===== config.mk =====
export PLATFORM = sky130hd
export DESIGN_NAME = stat_counters
export DESIGN_NICKNAME = d
export VERILOG_FILES = /design/src/rtl/stat_counters_pkg.sv /design/src/rtl/stat_counters.sv
export SDC_FILE = /design/constraint.sdc
export NUM_CORES = 1
export LEC_CHECK = 0
export ABC_AREA = 1
export ABC_CLOCK_PERIOD_IN_PS = 1910
export BUFFER_PORTS_ARGS = -buffer_cell sky130_fd_sc_hd__buf_2
export CORE_MARGIN = 4
export CORE_UTILIZATION = 52
export CTS_BUF_LIST = sky130_fd_sc_hd__clkbuf_16
export DETAILED_ROUTE_END_ITERATION = 12
export PLACE_DENSITY_LB_ADDON = 0.25
export SLEW_MARGIN = 20
export SYNTH_ARGS = -nofsm -noshare
export SYNTH_HDL_FRONTEND = slang
export SYNTH_SLANG_ARGS = --single-unit

===== constraint.sdc =====
create_clock -name clk_in -period 1.91 [get_ports clk_in]
set_clock_uncertainty 0.1 [all_clocks]
set_input_delay 0 -clock clk_in [delete_from_list [all_inputs] [get_ports clk_in]]
set_output_delay 0 -clock clk_in [all_outputs]
set_load 0.03 [all_outputs]

===== src/rtl/stat_counters_pkg.sv =====
// constants and carrier types for the mac error and frame statistic counters
// assumes the frame parser and the collision logic share clk_in with the bank
package stat_counters_pkg;

  localparam int NUM_COUNTERS = 5;

  // counter slots, also the bit order of the mask input
  localparam int IDX_IN_RANGE = 0;
  localparam int IDX_LATE = 1;
  localparam int IDX_PAUSE = 2;
  localparam int IDX_CTRL_TX = 3;
  localparam int IDX_MCST = 4;

  localparam logic [7:0] ADDR_IN_RANGE = 8'hF0;
  localparam logic [7:0] ADDR_LATE = 8'hF4;
  localparam logic [7:0] ADDR_PAUSE = 8'hF8;
  localparam logic [7:0] ADDR_CTRL_TX = 8'hFA;
  localparam logic [7:0] ADDR_MCST = 8'hB8;

  localparam logic [31:0] MASK_16 = 32'h0000FFFF;
  localparam logic [31:0] MASK_32 = 32'hFFFFFFFF;
  localparam logic [31:0] NEAR_16 = 32'h0000C000;
  localparam logic [31:0] NEAR_32 = 32'hC0000000;
  localparam logic [31:0] COUNT_RESET = 32'h00000000;
  localparam logic [31:0] READ_UNMAPPED = 32'h00000000;

  localparam logic [15:0] MIN_UNPADDED = 16'h002E;
  localparam logic [15:0] MAX_CLIENT = 16'h05DC;
  localparam logic [15:0] PAUSE_OPCODE = 16'h0001;
  localparam logic [47:0] BROADCAST = 48'hFFFFFFFFFFFF;
  // first octet on the wire sits in [47:40], its lsb is the group bit
  localparam int GROUP_BIT = 40;

  typedef struct packed {
    logic done;
    logic [15:0] length_type;
    logic [15:0] data_octets;
    logic [47:0] dest_addr;
    logic too_long;
    logic fcs_error;
    logic align_error;
    logic overrun;
    logic is_control;
    logic [15:0] control_opcode;
  } rx_frame_info_type;

  typedef struct packed {
    logic collision;
    logic past_one_slot;
    logic ctrl_frame_sent;
    logic ctrl_from_host;
  } tx_event_type;

  typedef struct packed {
    logic wr;
    logic rd;
    logic [7:0] addr;
    logic [31:0] wdata;
  } reg_req_type;

endpackage : stat_counters_pkg


===== src/rtl/stat_counters.sv =====
// bank of five mac statistic counters with a near-full event output
// assumes event inputs are one-cycle pulses on clk_in; the enable and
// mask bits come from control registers held elsewhere
`timescale 1ns/1ps
module stat_counters
  import stat_counters_pkg::*;
(
  // clock and reset
  input wire logic clk_in,
  input wire logic resetn_in,
  // register access
  input wire reg_req_type reg_req_in,
  output logic [31:0] reg_rdata_out,
  output logic reg_rvalid_out,
  // counting control
  input wire logic counters_global_on_in,
  input wire logic [NUM_COUNTERS-1:0] per_counter_mask_in,
  // frame events
  input wire rx_frame_info_type rx_info_in,
  input wire tx_event_type tx_event_in,
  // near-full pulse toward the interrupt status register
  output logic counter_near_full_event_out
);

  logic [NUM_COUNTERS-1:0][31:0] count_reg;
  logic [NUM_COUNTERS-1:0] write_hit;
  logic [NUM_COUNTERS-1:0] read_hit;
  logic [NUM_COUNTERS-1:0] event_vec;
  logic [NUM_COUNTERS-1:0] count_en;
  logic [NUM_COUNTERS-1:0] near_hit;
  logic [31:0] rdata_next;
  logic [31:0] rdata_reg;
  logic rvalid_reg;
  logic near_full_reg;
  logic in_range_err;
  logic rx_clean;

  function automatic logic [7:0] slot_addr(input int idx);
    case (idx)
      IDX_IN_RANGE: slot_addr = ADDR_IN_RANGE;
      IDX_LATE: slot_addr = ADDR_LATE;
      IDX_PAUSE: slot_addr = ADDR_PAUSE;
      IDX_CTRL_TX: slot_addr = ADDR_CTRL_TX;
      default: slot_addr = ADDR_MCST;
    endcase
  endfunction : slot_addr

  // 16-bit slots keep their upper half at zero so reads show zeros
  function automatic logic [31:0] slot_mask(input int idx);
    if (idx == IDX_LATE || idx == IDX_MCST) begin
      slot_mask = MASK_32;
    end else begin
      slot_mask = MASK_16;
    end
  endfunction : slot_mask

  function automatic logic [31:0] slot_near(input int idx);
    if (idx == IDX_LATE || idx == IDX_MCST) begin
      slot_near = NEAR_32;
    end else begin
      slot_near = NEAR_16;
    end
  endfunction : slot_near

  function automatic logic [31:0] bump(input logic [31:0] cur,
                                       input logic [31:0] mask);
    bump = (cur + 32'h00000001) & mask;
  endfunction : bump

  function automatic logic [NUM_COUNTERS-1:0] decode(input logic [7:0] a);
    decode = '0;
    for (int i = 0; i < NUM_COUNTERS; i++) begin
      decode[i] = (a == slot_addr(i));
    end
  endfunction : decode

  // length/type values above the client maximum are ether types, not errors
  always_comb begin
    in_range_err = 1'b0;
    if (rx_info_in.length_type >= MIN_UNPADDED &&
        rx_info_in.length_type <= MAX_CLIENT &&
        rx_info_in.length_type != rx_info_in.data_octets) begin
      in_range_err = 1'b1;
    end
    if (rx_info_in.length_type < MIN_UNPADDED &&
        rx_info_in.data_octets > MIN_UNPADDED) begin
      in_range_err = 1'b1;
    end
  end

  assign rx_clean = !rx_info_in.too_long && !rx_info_in.fcs_error &&
                    !rx_info_in.align_error && !rx_info_in.overrun;

  always_comb begin
    event_vec = '0;
    event_vec[IDX_IN_RANGE] = rx_info_in.done && in_range_err;
    event_vec[IDX_LATE] = tx_event_in.collision &&
                          tx_event_in.past_one_slot;
    event_vec[IDX_PAUSE] = rx_info_in.done && rx_clean &&
                           rx_info_in.is_control &&
                           rx_info_in.control_opcode == PAUSE_OPCODE;
    event_vec[IDX_CTRL_TX] = tx_event_in.ctrl_frame_sent &&
                             !tx_event_in.ctrl_from_host;
    event_vec[IDX_MCST] = rx_info_in.done && rx_clean && !in_range_err &&
                          rx_info_in.dest_addr[GROUP_BIT] &&
                          rx_info_in.dest_addr != BROADCAST;
  end

  assign count_en = event_vec & {NUM_COUNTERS{counters_global_on_in}} &
                    ~per_counter_mask_in;
  assign write_hit = reg_req_in.wr ? decode(reg_req_in.addr) : '0;
  assign read_hit = decode(reg_req_in.addr);

  // a write in the same cycle as an event wins; the event is not counted
  always_ff @(posedge clk_in or negedge resetn_in) begin
    if (!resetn_in) begin
      count_reg <= {NUM_COUNTERS{COUNT_RESET}};
    end else begin
      for (int i = 0; i < NUM_COUNTERS; i++) begin
        if (write_hit[i]) begin
          count_reg[i] <= reg_req_in.wdata & slot_mask(i);
        end else if (count_en[i]) begin
          count_reg[i] <= bump(count_reg[i], slot_mask(i));
        end
      end
    end
  end

  // only a counted step onto the threshold fires, not a software load
  always_comb begin
    near_hit = '0;
    for (int i = 0; i < NUM_COUNTERS; i++) begin
      near_hit[i] = count_en[i] && !write_hit[i] &&
                    bump(count_reg[i], slot_mask(i)) == slot_near(i);
    end
  end

  always_ff @(posedge clk_in or negedge resetn_in) begin
    if (!resetn_in) begin
      near_full_reg <= 1'b0;
    end else begin
      near_full_reg <= |near_hit;
    end
  end

  always_comb begin
    rdata_next = READ_UNMAPPED;
    for (int i = 0; i < NUM_COUNTERS; i++) begin
      if (read_hit[i]) begin
        rdata_next = count_reg[i];
      end
    end
  end

  always_ff @(posedge clk_in or negedge resetn_in) begin
    if (!resetn_in) begin
      rdata_reg <= 32'h00000000;
      rvalid_reg <= 1'b0;
    end else begin
      rvalid_reg <= reg_req_in.rd;
      if (reg_req_in.rd) begin
        rdata_reg <= rdata_next;
      end
    end
  end

  assign reg_rdata_out = rdata_reg;
  assign reg_rvalid_out = rvalid_reg;
  assign counter_near_full_event_out = near_full_reg;
endmodule : stat_counters


==> results.sh, run 1 <==
export IMPL_die_width_microns=155
export IMPL_power_density_over_the_cells_mw_per_mm2=757
export IMPL_power_switching_share_pct=37.3
export IMPL_setup_ws_final_ns=-0.151
export IMPL_synthDominantAreaCellType="sky130_fd_sc_hd__dfrtp_1"
export IMPL_placement_cell_area_sq_mm=0.0138
export IMPL_worstPathRequired_ns=2.18
export IMPL_cts_root_buf="sky130_fd_sc_hd__clkbuf_16"
export IMPL_power_leakage_nw=7.67
export IMPL_startpoint_kind_of_the_worst_setup_timing_path="register"
export IMPL_std_cell_rows=53
export IMPL_synthesis_instances=1722
export IMPL_synth_warnings=0
export IMPL_timing_fmax_mhz=485
export IMPL_synth_seq_area_share_pct=32.7
export IMPL_area_enclosed_by_the_die_boundary_sq_mm=0.0239
export IMPL_netlist_top_cells_area="sky130_fd_sc_hd__dfrtp_1 (33%), sky130_fd_sc_hd__nand2_1 (19%), sky130_fd_sc_hd__nor2_1 (7.1%)"
export IMPL_route_antenna_remaining_nets=0
export IMPL_end_kind="register"
export IMPL_port_buffers=189
export IMPL_outcome="complete, but fails checks"
export IMPL_path_class="reg -> reg"
export IMPL_final_nets=2289
export IMPL_first_global_vias=12838
export IMPL_report_final_setup_viol=1
export IMPL_p_int_mw=7.20
export IMPL_grt_use_met2_pct=56.9
export IMPL_die_height_microns=155
export IMPL_rsz0062_at_grt="true"
export IMPL_yosysMostFrequentCell="sky130_fd_sc_hd__nand2_1"
export IMPL_layout_cell_area_non_filler_sq_mm=0.0152
export IMPL_antenna_diode_count=0
export IMPL_global_routing_usage_on_met3_pct=8.00
export IMPL_register_area_sq_mm=0.00366
export IMPL_routed_via_count=13822
export IMPL_synth_async_sr_flop_share_pct=100
export IMPL_synthDistinctLibCells=45
export IMPL_core_area_sq_mm=0.0211
export IMPL_psw_mw=4.28
export IMPL_postSynthNetCount=1887
export IMPL_worst_slew_pin_slew_ns=0.457
export IMPL_multi_input_area_sq_mm=0.00679
export IMPL_drt_first_pass_iters=6
export IMPL_mean_syn_cell_area_sq_um=6.50
export IMPL_post_route_cells_drive_above_1_share_pct=26.0
export IMPL_report_final_hold_viol_count=0
export IMPL_cts_sinks=146
export IMPL_global_route_wire_length_before_repair_microns=69000
export IMPL_flow_area_growth_from_synthesis_pct=35.6
export IMPL_overflow=0
export IMPL_p_clk_share_pct=29.8
export IMPL_fin_setup_tns_ns=-0.151
export IMPL_number_of_enable_type_register_cells_in_the_synthesized_netlist=0
export IMPL_post_synth_instance_area_sq_mm=0.0112
export IMPL_maxSlewViolCount=0
export IMPL_top_reg_cell_synth="sky130_fd_sc_hd__dfrtp_1"
export IMPL_number_of_fillers_in_the_final_layout=1758
export IMPL_largest_register_ffs=112
export IMPL_comb_power_share_pct=34.1
export IMPL_global_route_usage_total_pct=36.7
export IMPL_io_pins=190
export IMPL_htreeDepth=4
export IMPL_remaining_drc_errors=0
export IMPL_final_period_minus_worst_setup_slack_ns=2.06
export IMPL_clock_latency_ns=0.44
export IMPL_dp_hpwl_microns=34500
export IMPL_most_numerous_cell_types_in_the_synthesized_netlist="sky130_fd_sc_hd__nand2_1 (581), sky130_fd_sc_hd__nor2_1 (212), sky130_fd_sc_hd__inv_1 (205), sky130_fd_sc_hd__dfrtp_1 (146), sky130_fd_sc_hd__nand3_1 (100)"
export IMPL_grtUsageMet1_pct=50.7
export IMPL_critical_path_max_fanout=5
export IMPL_grt_max_degree=51
export IMPL_clk_pin_slew_ns=0.06
export IMPL_layout_core_utilization_pct=71.9
export IMPL_synth_largest_type_area_fraction_pct=32.7
export IMPL_worst_endpoint_arrival_ns=2.33
export IMPL_drt_first_iter_violations=1733
export IMPL_wire_per_inst_microns=18.8
export IMPL_timing_slew_headroom_pct=69.5
export IMPL_max_vdd_ir_drop_v=0.000603
export IMPL_grt_antenna_before_repair=0
export IMPL_detailed_route_vias_per_instance=5.74
export IMPL_wirelength_microns=45200
export IMPL_final_period_utilization_pct=108
export IMPL_synth_seq_cells=146
export IMPL_cts_tree="built"
export IMPL_globalRoute_busiestLayer="met2"
export IMPL_initial_utilization_pct=53.0
export IMPL_ctsLongestPathBuffers=2
export IMPL_cts_made_buffers=17
export IMPL_power_sequential_fraction_pct=36.0
export IMPL_drv_cap=0
export IMPL_violations_in_the_final_reports="negative setup slack"
export IMPL_hp_class="in -> reg"
export IMPL_globalplace_congestion=1.05
==> worst max-delay path, cell delays in order (launching register included) <==
cell,delay [ns]
sky130_fd_sc_hd__dfrtp_1,0.45
sky130_fd_sc_hd__nand2_1,0.18
sky130_fd_sc_hd__nor2_2,0.23
sky130_fd_sc_hd__nand2_2,0.10
sky130_fd_sc_hd__nand2_2,0.07
sky130_fd_sc_hd__nand2_2,0.06
sky130_fd_sc_hd__nor2_2,0.11
sky130_fd_sc_hd__nand2_1,0.06
sky130_fd_sc_hd__nor2_1,0.15
sky130_fd_sc_hd__nand3_1,0.12
sky130_fd_sc_hd__nor2_1,0.15
sky130_fd_sc_hd__nand3_1,0.14
sky130_fd_sc_hd__nand3_1,0.09
==> worst paths after layout <==
path                                         from                          end  slack (ns)  cells past startpoint
max in group asynchronous               resetn_in               count_reg[130]        1.38                      3
max reg2reg                         count_reg[36]  counter_near_full_event_out       -0.15                     12
min reg2reg                     reg_rdata_out[27]            reg_rdata_out[27]        0.39                      1
min                        per_counter_mask_in[3]                count_reg[98]      0.0005                      5
min in group asynchronous               resetn_in                count_reg[61]        0.06                      3
max                                 count_reg[36]  counter_near_full_event_out       -0.15                     12
==> layout by cell type, fill, tap and decap left out, drive strengths merged, types with 8 or more instances in the layout <==
cell type,netlist,layout
a21oi,22,22
a31oi,10,10
buf,16,391
clkbuf,26,17
dfrtp,146,146
dlygate4sd3,0,34
ha,9,9
inv,220,222
nand2,599,599
nand3,104,104
nand3b,8,8
nand4,38,38
nor2,241,241
nor3,22,22
o211ai,26,26
o21a,8,8
o21ai,106,106
o221ai,56,56
o22ai,9,9
xor2,40,40
==> cells by family after synthesis <==
family                   after synthesis  share of synthesized area, %
AO/OA/AOI/OAI                        242                          14.0
XOR/XNOR                              42                          3.29
adder cells (fa/ha/maj)                9                          1.01
flip-flops                           146                          32.7
AND/OR/NAND/NOR                     1021                          39.9
buffers and inverters                262                          9.12
==> per-stage QoR <==
step	hold slack, ns	power [mW]	std cells	setup slack [ns]
CTS	0.00136	11.1	2397	-0.109
global route	0.0352	12.0	2410	-0.246
finish	0.000517	11.5	2410	-0.151
detailed placement	-0.149	7.62	2330	-0.158
global placement	-0.157	7.54	2330	-0.179
floorplan	-0.396	5.79	1722	0.0847
==> power by group through the flow <==
stage	Clock (mW)	Sequential [mW]	Combinational, mW
finish	3.42	4.14	3.92
global route	3.58	4.18	4.25
CTS	3.41	4.06	3.60
detailed placement	0	4.11	3.51
global placement	0	4.10	3.45
floorplan	0	4.06	1.73
==> what timing repair did <==
action,in CTS,in global routing
resized for setup,6,84
endpoints found under the hold margin,228,0
buffers inserted,2,13
hold buffers,35,0
cloned,0,0
pin swaps,5,40
endpoints found under the setup margin,2,23
==> layout make-up <==
class	instances	share of cell area (%)
multi-input combinational	1314	44.8
sequential	146	24.2
timing repair buffer	425	19.6
inverter	220	5.45
clock buffer	17	2.81
tap	275	2.27
clock inverter	13	0.974
==> layer usage <==
metal / share of wire [%] / wire [microns]
met5: 0 / 0
met1: 39 / 17800
met4: 3.9 / 1770
met2: 45 / 20300
met3: 12 / 5330
Note: power is estimated with default switching activity, not from simulation.
==> run 2: changes to the inputs <==
--- a/config.mk
+++ b/config.mk
@@ -6,7 +6,7 @@
 export NUM_CORES = 1
 export LEC_CHECK = 0
 export ABC_AREA = 1
-export ABC_CLOCK_PERIOD_IN_PS = 1910
+export ABC_CLOCK_PERIOD_IN_PS = 1770
 export BUFFER_PORTS_ARGS = -buffer_cell sky130_fd_sc_hd__buf_2
 export CORE_MARGIN = 4
 export CORE_UTILIZATION = 52
==> constraint.sdc (replaced) <==
create_clock -name clk_in -period 1.77 [get_ports clk_in]
set_clock_uncertainty 0.1 [all_clocks]
set_input_delay 0 -clock clk_in [delete_from_list [all_inputs] [get_ports clk_in]]
set_output_delay 0 -clock clk_in [all_outputs]
set_load 0.03 [all_outputs]
==> run 2 against run 1 <==
Net effect: the flow still finishes with violations (negative setup slack); sequential share of layout area is 1.9 points lower; routed wire length is 6.8% higher; sequential power is 7.2% higher; cell count is 5.1% higher; largest cell class unchanged; highest routed layer unchanged.
==> results.sh, run 2 (synthesized netlist as in run 1, its figures left out) <==
export IMPL_outcome="complete, but fails checks"
export IMPL_detailed_route_vias_per_instance=5.75
export IMPL_power_leakage_nw=8.35
export IMPL_ctsLongestPathBuffers=2
export IMPL_critical_path_max_stage_delay_ns=0.40
export IMPL_std_cell_rows=53
export IMPL_route_antenna_remaining_nets=0
export IMPL_post_route_cells_drive_above_1_share_pct=33.2
export IMPL_global_route_usage_total_pct=38.3
export IMPL_hold_worst_slack_ns=0.0277
export IMPL_worst_slew_pin_slew_ns=0.462
export IMPL_core_area_sq_mm=0.0211
export IMPL_finalPower_mw=13.0
export IMPL_layout_cell_area_non_filler_sq_mm=0.0164
export IMPL_number_of_fillers_in_the_final_layout=1532
export IMPL_first_global_vias=13233
export IMPL_startpoint_kind_of_the_worst_setup_timing_path="register"
export IMPL_cts_tree="built"
export IMPL_cpLargestDelayFamily="simple AND/OR/NAND/NOR gates"
export IMPL_htreeDepth=4
export IMPL_die_width_microns=155
export IMPL_end_kind="register"
export IMPL_register_area_sq_mm=0.00366
export IMPL_violations_in_the_final_reports="negative setup slack"
export IMPL_final_cell_mix="sky130_fd_sc_hd__nand2_1 (537), sky130_fd_sc_hd__buf_4 (295), sky130_fd_sc_hd__inv_1 (201), sky130_fd_sc_hd__buf_2 (188), sky130_fd_sc_hd__nor2_1 (181)"
export IMPL_die_height_microns=155
export IMPL_path_class="reg -> reg"
export IMPL_area_enclosed_by_the_die_boundary_sq_mm=0.0239
export IMPL_antenna_diode_count=0
export IMPL_routed_via_count=14573
export IMPL_wire_per_inst_microns=19.1
export IMPL_setup_ws_final_ns=-0.388
export IMPL_final_period_minus_worst_setup_slack_ns=2.16
export IMPL_flow_area_growth_from_synthesis_pct=47.0
export IMPL_cts_sinks=146
export IMPL_final_period_utilization_pct=122
export IMPL_maxSlewViolCount=0
export IMPL_cts_made_buffers=17
export IMPL_global_route_wire_length_before_repair_microns=71800
export IMPL_wirelength_microns=48300
export IMPL_initial_utilization_pct=53.0
export IMPL_clk_pin_slew_ns=0.07
export IMPL_final_nets=2412
export IMPL_cts_root_buf="sky130_fd_sc_hd__clkbuf_16"
export IMPL_largest_register_ffs=112
export IMPL_placement_cell_area_sq_mm=0.0145
export IMPL_max_vdd_ir_drop_v=0.000698
export IMPL_worst_endpoint_arrival_ns=2.44
export IMPL_worstPathRequired_ns=2.05
export IMPL_dp_hpwl_microns=35500
export IMPL_overflow=0
export IMPL_drt_first_pass_iters=8
export IMPL_hp_class="in -> reg"
export IMPL_timing_fmax_mhz=463
export IMPL_grt_max_degree=66
export IMPL_crit_buf_inv=3
export IMPL_crit_slowest_cell="sky130_fd_sc_hd__dfrtp_2"
export IMPL_drv_cap=0
export IMPL_globalplace_congestion=1.07
export IMPL_clock_latency_ns=0.44
export IMPL_report_final_setup_viol=24
export IMPL_remaining_drc_errors=0
export IMPL_grt_antenna_before_repair=1
export IMPL_layout_core_utilization_pct=78.0
export IMPL_final_common_cell="sky130_fd_sc_hd__nand2_1"
export IMPL_io_pins=190
export IMPL_multi_input_area_sq_mm=0.00718
export IMPL_timing_slew_headroom_pct=69.2
export IMPL_cp_cell_sequence="buf_6 -> ha_4 -> nand2_4 -> nor2_4 -> buf_4 -> nand3_1 -> nand2_1 -> nand2_1 -> inv_1 -> nand2_1 -> nor2_1 -> nand3_1 -> nor2_1 -> nand3_1 -> nand3_2"
export IMPL_rsz0062_at_grt="true"
export IMPL_drt_first_iter_violations=2213
export IMPL_power_density_over_the_cells_mw_per_mm2=792
export IMPL_critical_path_max_fanout=4
export IMPL_report_final_hold_viol_count=0
export IMPL_port_buffers=189
==> run 2: cell types whose count changed in the layout (fill, tap and decap cells not counted), sizes merged <==
cell         change
buf            +119
bufinv           -2
dlygate4sd3      +2
inv              +3
nor2             +2
==> run 2: layout make-up <==
class	instances	share of cell area (%)
sequential	146	22.3
multi-input combinational	1316	43.7
timing repair buffer	546	23.5
clock buffer	17	2.59
tap	275	2.09
inverter	220	5.02
clock inverter	14	0.799
==> run 2: path summary, 6_finish.rpt <==
check	cells after the start	startpoint	slack (ns)	to
min in group asynchronous	3	resetn_in	0.49	count_reg[153]
max reg2reg	15	count_reg[33]	-0.39	counter_near_full_event_out
min reg2reg	1	reg_rdata_out[19]	0.39	reg_rdata_out[19]
min	6	reg_req_in[34]	0.03	count_reg[3]
max	15	count_reg[33]	-0.39	counter_near_full_event_out
max in group asynchronous	4	resetn_in	0.41	count_reg[75]
==> run 2: where the power goes <==
part           switching, mW  leakage (nW)  internal (mW)
registers              0.600          1.74           3.83
logic                   2.78          6.35           2.26
clock network           1.61         0.265           1.95
total                   4.99          8.35           8.04
==> run 2: tightest hold or removal path: cells and delay by family <==
family	cells	cell delay, ns
AOI/OAI and AO/OA	1	0.08
buffers and inverters	1	0.15
and+or+nand+nor	4	0.29
==> run 2: what timing repair did <==
action,4_1_cts,5_1_grt
buffers inserted,10,26
gates resized for setup,49,151
hold buffers,36,0
pin swaps,25,66
endpoints found under the hold margin,247,0
gates cloned,1,1
endpoints found under the setup margin,20,53
==> run 2: metal layers <==
| metal | GRT usage [%] | part of all wire, % |
|---|---|---|
| met4 | 13.2 | 4.0 |
| met3 | 7.33 | 12 |
| met5 | 0 | 0 |
| met2 | 59.4 | 45 |
| met1 | 53.7 | 39 |
==> run 2: stage by stage <==
step | TNS [ns] | setup slack [ns] | std cells
CTS | -0.859 | -0.264 | 2511
global placement | -1.10 | -0.301 | 2433
finish | -2.55 | -0.388 | 2534
floorplan | -0.0531 | -0.0531 | 1722
detailed placement | -2.30 | -0.340 | 2433
global route | -5.48 | -0.442 | 2534
